==> config.mk <==
export PLATFORM = sky130hd
export DESIGN_NAME = sweep_trigger_control
export DESIGN_NICKNAME = d
export VERILOG_FILES = /design/src/hw/edge_trigger_detect.v /design/src/hw/point_sweeper.v /design/src/hw/sweep_trigger_control.v
export VERILOG_INCLUDE_DIRS = /design/src /design/src/hw
export SDC_FILE = /design/constraint.sdc
export NUM_CORES = 1
export LEC_CHECK = 0
export ABC_AREA = 1
export ABC_CLOCK_PERIOD_IN_PS = 2800
export BUFFER_PORTS_ARGS = -buffer_cell sky130_fd_sc_hd__clkbuf_2
export CORE_UTILIZATION = 50
export CTS_CLUSTER_DIAMETER = 100
export DETAILED_ROUTE_END_ITERATION = 6
export PLACE_DENSITY = 0.8
export SYNTH_ARGS = -nofsm -noshare
export SYNTH_HDL_FRONTEND = slang
export SYNTH_SLANG_ARGS = --single-unit
==> constraint.sdc <==
create_clock -name ref_clk -period 2.8 [get_ports ref_clk]
set_input_delay 0 -clock ref_clk [delete_from_list [all_inputs] [get_ports ref_clk]]
set_output_delay 0 -clock ref_clk [all_outputs]
set_load 0.02 [all_outputs]
==> src/hw/sweep_trigger_regs.vh <==
// Register map, field positions, reset values and encodings of the sweep
// trigger sequencer. Assumes inclusion by bare name from files under hw/ and test/.
`ifndef SWEEP_TRIGGER_REGS_VH
`define SWEEP_TRIGGER_REGS_VH

// ****************************************
// Register byte offsets
// ****************************************
`define REG_CTRL_OFF      12'h000
`define REG_MODE_OFF      12'h004
`define REG_OPEN_OFF      12'h008
`define REG_CMD_OFF       12'h00C
`define REG_STATUS_OFF    12'h010
`define REG_NPTS_OFF      12'h014

// ****************************************
// CTRL fields
// ****************************************
`define CTRL_SRC_LSB      0
`define CTRL_SRC_MSB      1
`define CTRL_POINT_BIT    2
`define CTRL_POS_EDGE_BIT 3
`define CTRL_RESET_VAL    32'h0000_0000

// Trigger source encodings
`define SRC_INTERNAL      2'h0
`define SRC_EXTERNAL      2'h1
`define SRC_BUS           2'h2

// Per-channel mode encodings, two bits per channel
`define MODE_CONT         2'h0
`define MODE_SINGLE       2'h1
`define MODE_HOLD         2'h2

// CMD bits (write one to act)
`define CMD_BUS_TRIG_BIT  0
`define CMD_ARM_BIT       1

// STATUS fields
`define STAT_BUSY_BIT     0
`define STAT_CHAN_LSB     4
`define STAT_POINT_LSB    16

`define NPTS_RESET_VAL    16'h0010

`endif

==> src/hw/edge_trigger_detect.v <==
// External trigger synchroniser and edge detector.
// Assumes trig_pin is asynchronous to ref_clk.
`default_nettype none

module edge_trigger_detect
(
  // Clock and reset
  input  wire ref_clk,
  input  wire rst,
  // Pin and selection
  input  wire trig_pin,
  input  wire pos_edge,
  // Detected edge
  output reg  edge_pulse
);

  reg sync1_r;
  reg sync2_r;
  reg sync3_r;
  reg level_r;

  // ****************************************
  // Three stages; a change counts once stages two and three agree
  // ****************************************
  always @(posedge ref_clk)
  begin
    if (rst)
    begin
      sync1_r    <= 1'b1;
      sync2_r    <= 1'b1;
      sync3_r    <= 1'b1;
      level_r    <= 1'b1;
      edge_pulse <= 1'b0;
    end
    else
    begin
      sync1_r    <= trig_pin;
      sync2_r    <= sync1_r;
      sync3_r    <= sync2_r;
      edge_pulse <= 1'b0;
      if ((sync2_r == sync3_r) && (sync3_r != level_r))
      begin
        level_r    <= sync3_r;
        edge_pulse <= (sync3_r == pos_edge);
      end
    end
  end

endmodule // edge_trigger_detect

`default_nettype wire

==> src/hw/point_sweeper.v <==
// Walks the frequency points of one channel on request.
// Assumes the engine answers each point with a one-cycle done pulse.
`default_nettype none

module point_sweeper
#(
  parameter PW = 16
)
(
  // Clock and reset
  input  wire          ref_clk,
  input  wire          rst,
  // Control
  input  wire          start,
  input  wire [PW-1:0] num_points,
  // Engine handshake
  input  wire          point_done,
  output reg           point_start,
  // Position
  output reg  [PW-1:0] point_idx,
  output wire          last_point
);

  // Greater-or-equal, so a point count shrunk mid-sweep cannot run the index to wrap-around
  assign last_point = (point_idx >= num_points - {{(PW-1){1'b0}}, 1'b1});

  always @(posedge ref_clk)
  begin
    if (rst)
    begin
      point_start <= 1'b0;
      point_idx   <= {PW{1'b0}};
    end
    else
    begin
      point_start <= start;
      if (point_done)
      begin
        if (last_point)
          point_idx <= {PW{1'b0}};
        else
          point_idx <= point_idx + {{(PW-1){1'b0}}, 1'b1};
      end
    end
  end

endmodule // point_sweeper

`default_nettype wire

==> src/hw/sweep_trigger_control.v <==
// Trigger sequencer: decides when a measurement cycle or point starts.
// Assumes an APB master on ref_clk and a measurement engine that pulses
// meas_point_done once per point it was asked to measure.
`include "sweep_trigger_regs.vh"
`default_nettype none

module sweep_trigger_control
#(
  parameter NCH = 4,
  parameter PW  = 16
)
(
  // Clock and reset
  input  wire                   ref_clk,
  input  wire                   rst,
  // APB slave
  input  wire                   psel,
  input  wire                   penable,
  input  wire                   pwrite,
  input  wire [11:0]            paddr,
  input  wire [31:0]            pwdata,
  output reg  [31:0]            prdata,
  output reg                    pready,
  output reg                    pslverr,
  // External trigger
  input  wire                   external_trigger_input,
  // Measurement engine
  input  wire                   meas_point_done,
  output reg                    meas_point_start,
  output reg  [7:0]             meas_channel,
  output reg  [PW-1:0]          meas_point,
  output reg                    meas_busy
);

  // ****************************************
  // Declarations
  // ****************************************
  localparam ST_IDLE  = 3'b001;
  localparam ST_START = 3'b010;
  localparam ST_WAIT  = 3'b100;

  reg  [2:0]       state_r;
  reg  [1:0]       src_r;
  reg              point_mode_r;
  reg              pos_edge_r;
  reg  [2*NCH-1:0] mode_r;
  reg  [NCH-1:0]   open_r;
  reg  [NCH-1:0]   armed_r;
  reg  [NCH-1:0]   in_cycle_r;
  reg  [PW-1:0]    npts_r;
  reg  [7:0]       chan_r;
  reg              bus_trig_r;
  reg              int_trig_r;
  reg              point_cycle_r;
  wire [NCH-1:0]   eligible;
  reg  [7:0]       first_ch;
  reg  [7:0]       next_ch;
  reg              have_next;
  reg  [31:0]      rd_nxt;
  reg              hit;
  wire             ext_edge;
  wire             pt_start;
  wire [PW-1:0]    pt_idx;
  wire             pt_last;
  wire             trig;
  wire             wr_en;
  wire             setup;
  integer          i;
  integer          j;

  assign setup = psel & ~penable;
  assign wr_en = psel & penable & pready & pwrite;

  edge_trigger_detect u_edge
  (
    .ref_clk    (ref_clk),
    .rst        (rst),
    .trig_pin   (external_trigger_input),
    .pos_edge   (pos_edge_r),
    .edge_pulse (ext_edge)
  );

  point_sweeper #(.PW(PW)) u_pts
  (
    .ref_clk     (ref_clk),
    .rst         (rst),
    .start       (state_r == ST_START),
    .num_points  (npts_r),
    .point_done  (meas_point_done),
    .point_start (pt_start),
    .point_idx   (pt_idx),
    .last_point  (pt_last)
  );

  // ****************************************
  // Trigger selection
  // ****************************************
  assign trig = (src_r == `SRC_EXTERNAL) ? ext_edge :
                (src_r == `SRC_BUS)      ? bus_trig_r :
                int_trig_r;

  // Channels that may take part: open, and continuous or armed single
  genvar g;
  generate
    for (g = 0; g < NCH; g = g + 1)
    begin : g_elig
      assign eligible[g] = open_r[g] &&
                           ((mode_r[2*g+1:2*g] == `MODE_CONT) ||
                            ((mode_r[2*g+1:2*g] == `MODE_SINGLE) && armed_r[g]));
    end
  endgenerate

  // Lowest eligible channel and next in-cycle channel after the current one
  always @*
  begin
    first_ch  = 8'h00;
    next_ch   = 8'h00;
    have_next = 1'b0;
    for (j = NCH - 1; j >= 0; j = j - 1)
    begin
      if (eligible[j])
        first_ch = j[7:0];
      if (in_cycle_r[j] && (j[7:0] > chan_r))
      begin
        next_ch   = j[7:0];
        have_next = 1'b1;
      end
    end
  end

  // ****************************************
  // Sequencer
  // ****************************************
  always @(posedge ref_clk)
  begin
    if (rst)
    begin
      state_r          <= ST_IDLE;
      chan_r           <= 8'h00;
      in_cycle_r       <= {NCH{1'b0}};
      point_cycle_r    <= 1'b0;
      int_trig_r       <= 1'b0;
      meas_point_start <= 1'b0;
      meas_channel     <= 8'h00;
      meas_point       <= {PW{1'b0}};
      meas_busy        <= 1'b0;
    end
    else
    begin
      int_trig_r       <= (state_r == ST_IDLE) && (|eligible) && !int_trig_r;
      meas_point_start <= pt_start;
      meas_channel     <= chan_r;
      meas_point       <= pt_idx;
      meas_busy        <= (state_r != ST_IDLE);
      case (state_r)
        ST_IDLE:
        begin
          // Triggers while busy never reach here, so they are dropped
          if (trig && (|eligible))
          begin
            // Point stepping holds the channel set of the cycle in progress
            if (!(point_cycle_r && (|in_cycle_r)))
            begin
              in_cycle_r <= eligible;
              chan_r     <= first_ch;
            end
            point_cycle_r <= point_mode_r && (src_r == `SRC_EXTERNAL);
            state_r       <= ST_START;
          end
        end
        ST_START:
          state_r <= ST_WAIT;
        ST_WAIT:
        begin
          if (meas_point_done)
          begin
            if (!pt_last)
              state_r <= point_cycle_r ? ST_IDLE : ST_START;
            else if (have_next)
            begin
              chan_r  <= next_ch;
              state_r <= point_cycle_r ? ST_IDLE : ST_START;
            end
            else
            begin
              in_cycle_r <= {NCH{1'b0}};
              state_r    <= ST_IDLE;
            end
          end
        end
        default:
          state_r <= ST_IDLE;
      endcase
    end
  end

  // ****************************************
  // Registers
  // ****************************************
  always @(posedge ref_clk)
  begin
    if (rst)
    begin
      src_r        <= `SRC_INTERNAL;
      point_mode_r <= 1'b0;
      pos_edge_r   <= 1'b0;
      mode_r       <= {2*NCH{1'b0}};
      open_r       <= {NCH{1'b1}};
      armed_r      <= {NCH{1'b0}};
      npts_r       <= `NPTS_RESET_VAL;
      bus_trig_r   <= 1'b0;
    end
    else
    begin
      bus_trig_r <= wr_en && (paddr == `REG_CMD_OFF) && pwdata[`CMD_BUS_TRIG_BIT];
      if (wr_en && (paddr == `REG_CTRL_OFF))
      begin
        src_r        <= pwdata[`CTRL_SRC_MSB:`CTRL_SRC_LSB];
        point_mode_r <= pwdata[`CTRL_POINT_BIT];
        pos_edge_r   <= pwdata[`CTRL_POS_EDGE_BIT];
      end
      if (wr_en && (paddr == `REG_OPEN_OFF))
        open_r <= pwdata[NCH-1:0];
      if (wr_en && (paddr == `REG_NPTS_OFF) && (pwdata[PW-1:0] != {PW{1'b0}}))
        npts_r <= pwdata[PW-1:0];
      for (i = 0; i < NCH; i = i + 1)
      begin
        // Single finishing: the cycle's last point flips each single channel of the cycle to hold
        if ((state_r == ST_WAIT) && meas_point_done && pt_last && !have_next &&
            in_cycle_r[i] && (mode_r[2*i+:2] == `MODE_SINGLE))
        begin
          mode_r[2*i+:2] <= `MODE_HOLD;
          armed_r[i]     <= 1'b0;
        end
        else if (wr_en && (paddr == `REG_MODE_OFF))
        begin
          mode_r[2*i+:2] <= pwdata[2*i+:2];
          armed_r[i]     <= (pwdata[2*i+:2] == `MODE_SINGLE);
        end
        else if (wr_en && (paddr == `REG_CMD_OFF) && pwdata[`CMD_ARM_BIT] &&
                 (mode_r[2*i+:2] == `MODE_SINGLE))
          armed_r[i] <= 1'b1;
      end
    end
  end

  // ****************************************
  // APB read and answer
  // ****************************************
  always @*
  begin
    rd_nxt = 32'h0000_0000;
    hit    = 1'b1;
    case (paddr)
      `REG_CTRL_OFF:
      begin
        rd_nxt[`CTRL_SRC_MSB:`CTRL_SRC_LSB] = src_r;
        rd_nxt[`CTRL_POINT_BIT]             = point_mode_r;
        rd_nxt[`CTRL_POS_EDGE_BIT]          = pos_edge_r;
      end
      `REG_MODE_OFF:   rd_nxt[2*NCH-1:0] = mode_r;
      `REG_OPEN_OFF:   rd_nxt[NCH-1:0]   = open_r;
      `REG_CMD_OFF:    rd_nxt[NCH-1:0]   = armed_r;
      `REG_STATUS_OFF:
      begin
        rd_nxt[`STAT_BUSY_BIT]             = (state_r != ST_IDLE);
        rd_nxt[`STAT_CHAN_LSB+7:`STAT_CHAN_LSB] = chan_r;
        rd_nxt[`STAT_POINT_LSB+PW-1:`STAT_POINT_LSB] = pt_idx;
      end
      `REG_NPTS_OFF:   rd_nxt[PW-1:0]    = npts_r;
      default:         hit               = 1'b0;
    endcase
  end

  // No wait state: answer in the first access cycle
  always @(posedge ref_clk)
  begin
    if (rst)
    begin
      pready  <= 1'b0;
      pslverr <= 1'b0;
      prdata  <= 32'h0000_0000;
    end
    else
    begin
      pready  <= setup;
      pslverr <= setup & ~hit;
      if (setup && !pwrite)
        prdata <= rd_nxt;
    end
  end

endmodule // sweep_trigger_control

`default_nettype wire

==> results.py <==
metrics = {
    "setup_path": {
        "start_kind": "flop",
        "arrival_ns": 3.20,
        "worstPathRequired_ns": 3.11,
        "rrSetupSlack_ns": -0.08,
        "end_kind": "flop",
        "critPathKind": "flop to flop",
        "r2r_end": "armed_r[0]",
        "worst-path-max-fanout": 4,
        "startpoint": "npts_r[1]",
        "r2r_start": "npts_r[1]",
        "reg2reg_depth": 21,
    },
    "timing": {
        "tightest_slew_ns": 1.095,
        "hold_violations": 0,
        "slew_headroom_pct": 26.99,
        "skew_ns": 0.009319,
        "rsz0062_at_grt": "yes",
        "maxSlewViolCount": 0,
        "setup_viol": 16,
        "fmax_mhz": 346.8,
        "worst_slack_ns": -0.08348,
        "hold_ws_ns": 0.04555,
        "min_period_ns": 2.883,
        "min_period_over_period_pct": 103.0,
        "finalSetupTns_ns": -0.7713,
    },
    "synthesis": {
        "yosysWarningCount": 0,
        "synthesis.area_um2": 5886,
        "ys.flop_type": "dfxtp_1",
        "synth-edff-count": 0,
        "async_flop_share_pct": 0,
        "seq_area_frac_synth_pct": 42.18,
        "ys_types": 43,
        "synth_cells": 813,
        "ys_ff_latch": 124,
        "synth.avg_cell_area_um2": 7.239,
    },
    "route": {
        "vias_per_cell": 5.393,
        "first_pass_iters": 6,
        "via_count": 5948,
        "routed_wl_um": 16040,
        "antenna_left": 0,
        "first_iter_violations": 571,
        "routedWlPerCell_um": 14.54,
        "drc": 0,
    },
    "global_routing": {
        "grt_overflow_total": 0,
        "grt_util_met1_pct": 32.64,
        "grt_use_met3_pct": 5.873,
        "grt_pass1_vias": 5258,
        "grtUsageTotal_pct": 25.48,
        "antenna_found_initial": 0,
        "busiest_layer": "met2",
        "met2_usage_pct": 41.57,
        "grt_max_degree": 65,
        "grt_pass1_wl_um": 25100,
    },
    "clock_tree": {
        "cts_htree_levels": 4,
        "cts_root_buffer": "clkbuf_16",
        "cts_tree": "built",
        "clock_sinks": 124,
        "clock_path_buffers": 2,
        "cts_made_buffers": 17,
        "clk_pin_slew_ns": 0.06,
        "worstSkewPairLatency_ns": 0.42,
    },
    "outcome": {
        "status": "finished, violations left",
        "violations": "setup timing",
    },
    "placement": {
        "portBuffers": 88,
        "place_ws_ns": -0.1155,
        "gp_congestion": 0.9107,
        "place_inst": 1042,
        "placed_area_um2": 6550,
        "dpl.hpwl_um": 10220,
    },
    "die": {
        "start_util_pct": 51.33,
        "fp.dieH_um": 110.5,
        "ios": 111,
        "core-area_um2": 11470,
        "dieArea_um2": 12210,
        "rows": 39,
        "chipWidth_um": 110.5,
    },
    "pwr": {
        "p_int_mw": 3.468,
        "switchingPower_mw": 1.409,
        "pwr-share-comb_pct": 16.1,
        "power.density_nw_per_um2": 631.6,
        "cellLeakagePower_nw": 3.419,
        "total_power_mw": 4.877,
        "clockPowerShare_pct": 44.9,
        "ir_drop_v": 0.0004003,
        "pwr-share-seq_pct": 39.1,
        "switching_share_pct": 28.89,
    },
    "hold_path": {
        "hold_depth": 4,
        "hp-class": "input port to flop",
        "holdPathEnd": "open_r[0]",
        "min_from": "penable",
    },
    "finish": {
        "area_growth_syn_to_layout_pct": 31.19,
        "fin_cells": 1103,
        "final_layout_size_suffix_gt1_share_pct": 24.06,
        "n_antenna_cell": 0,
        "nNetsFinal": 1016,
        "stdcell_area_um2": 7721,
        "final_cell_mix": "nand2_1, dfxtp_1, nor2_1",
        "final_util_pct": 67.33,
        "layout_commonest_cell": "nand2_1",
    },
    "job": {
        "cap_violations": 0,
    },
}
registers in the layout, indices dropped and copies added, names as in the netlist, 2 cells and up:
| register | count |
|---|---|
| prdata | 32 |
| meas_point | 16 |
| npts_r | 16 |
| u_pts.point_idx | 16 |
| mode_r | 8 |
| armed_r | 4 |
| in_cycle_r | 4 |
| open_r | 4 |
| state_r | 3 |
| chan_r | 2 |
| meas_channel | 2 |
| src_r | 2 |
cell usage after synthesis, drive strengths merged (2+ instances only):
cell type | n | share of area [%]
or2 | 2 | 0.21
a31oi | 3 | 0.32
nor4 | 4 | 0.43
nor3 | 19 | 2.4
nand4 | 11 | 1.2
xor2 | 13 | 1.9
nand3 | 58 | 5.5
a21oi | 67 | 5.7
nand3b | 3 | 0.38
o211ai | 7 | 0.89
o21ai | 43 | 3.7
nor2 | 122 | 8.2
a211oi | 5 | 0.72
clkbuf | 13 | 0.83
ha | 18 | 3.8
o22ai | 7 | 0.74
inv | 97 | 6.2
nand2 | 160 | 10
xnor2 | 6 | 0.89
nor3b | 4 | 0.51
dfxtp | 124 | 42
buf | 19 | 2.0
cell families (layout without fill, tap and decap cells):
group                    Yosys count  after routing  synth area share, %
AO/OA/AOI/OAI                    138            138                12.86
flip-flops                       124            124                42.18
XOR/XNOR                          19             19                2.827
adder cells (fa/ha/maj)           18             18                3.827
AND/OR/NAND/NOR                  384            384                29.27
other                              1              6              0.06371
buffers and inverters            129            271                8.971
critical path: stages, from the launching register on:
cell	delay, ns
dfxtp_2	0.33
nor2_2	0.12
nand2_1	0.09
nor2_2	0.16
nand2_2	0.08
inv_2	0.06
nand4_1	0.09
nor2_1	0.17
nand3b_1	0.11
xnor2_1	0.16
inv_1	0.08
ha_4	0.28
nand2_4	0.06
nor4_4	0.22
nand2_2	0.11
nand2_2	0.09
nand2_2	0.07
nor2_2	0.12
buf_6	0.16
nand2_4	0.06
nand2_2	0.07
nor2_1	0.06
power groups by stage:
stage / logic (mW) / clock network, mW / registers [mW]
6_report: 0.783 / 2.19 / 1.90
5_1_grt: 0.866 / 2.31 / 1.91
4_1_cts: 0.681 / 2.22 / 1.90
3_5_place_dp: 0.640 / 0 / 1.94
3_3_place_gp: 0.627 / 0 / 1.94
2_1_floorplan: 0.456 / 0 / 1.95
what timing repair did:
action | CTS | global route
pin swaps | 4 | 30
hold buffers | 23 | 0
setup buffers | 0 | 6
setup endpoints to repair | 34 | 36
gates resized for setup | 7 | 70
endpoints found under the hold margin | 34 | 0
routing by layer:
layer	part of all wire (%)	routed length, um
met1	42	6729
met2	48	7659
met3	7.7	1240
met4	2.6	414
met5	0	0
worst max path at each step:
stage	to	slack, ns	cells after the start
4_1_cts	in_cycle_r[3]	0.002	20
6_report	armed_r[0]	-0.08	21
5_1_grt	armed_r[0]	-0.24	21
3_5_place_dp	u_pts.point_idx[15]	-0.12	17
2_1_floorplan	armed_r[0]	0.07	18
3_3_place_gp	in_cycle_r[3]	-0.08	18
layout make-up:
class	instances	area (um^2)
multi-input cells	565	3176
repair buffers	142	922.1
clock buffers	20	456.7
well taps	143	178.9
inverters	97	364.1
flip-flops and latches	124	2486
clock inverters	12	137.6
fillers	882	3746
(Power assumes the default switching activity.)
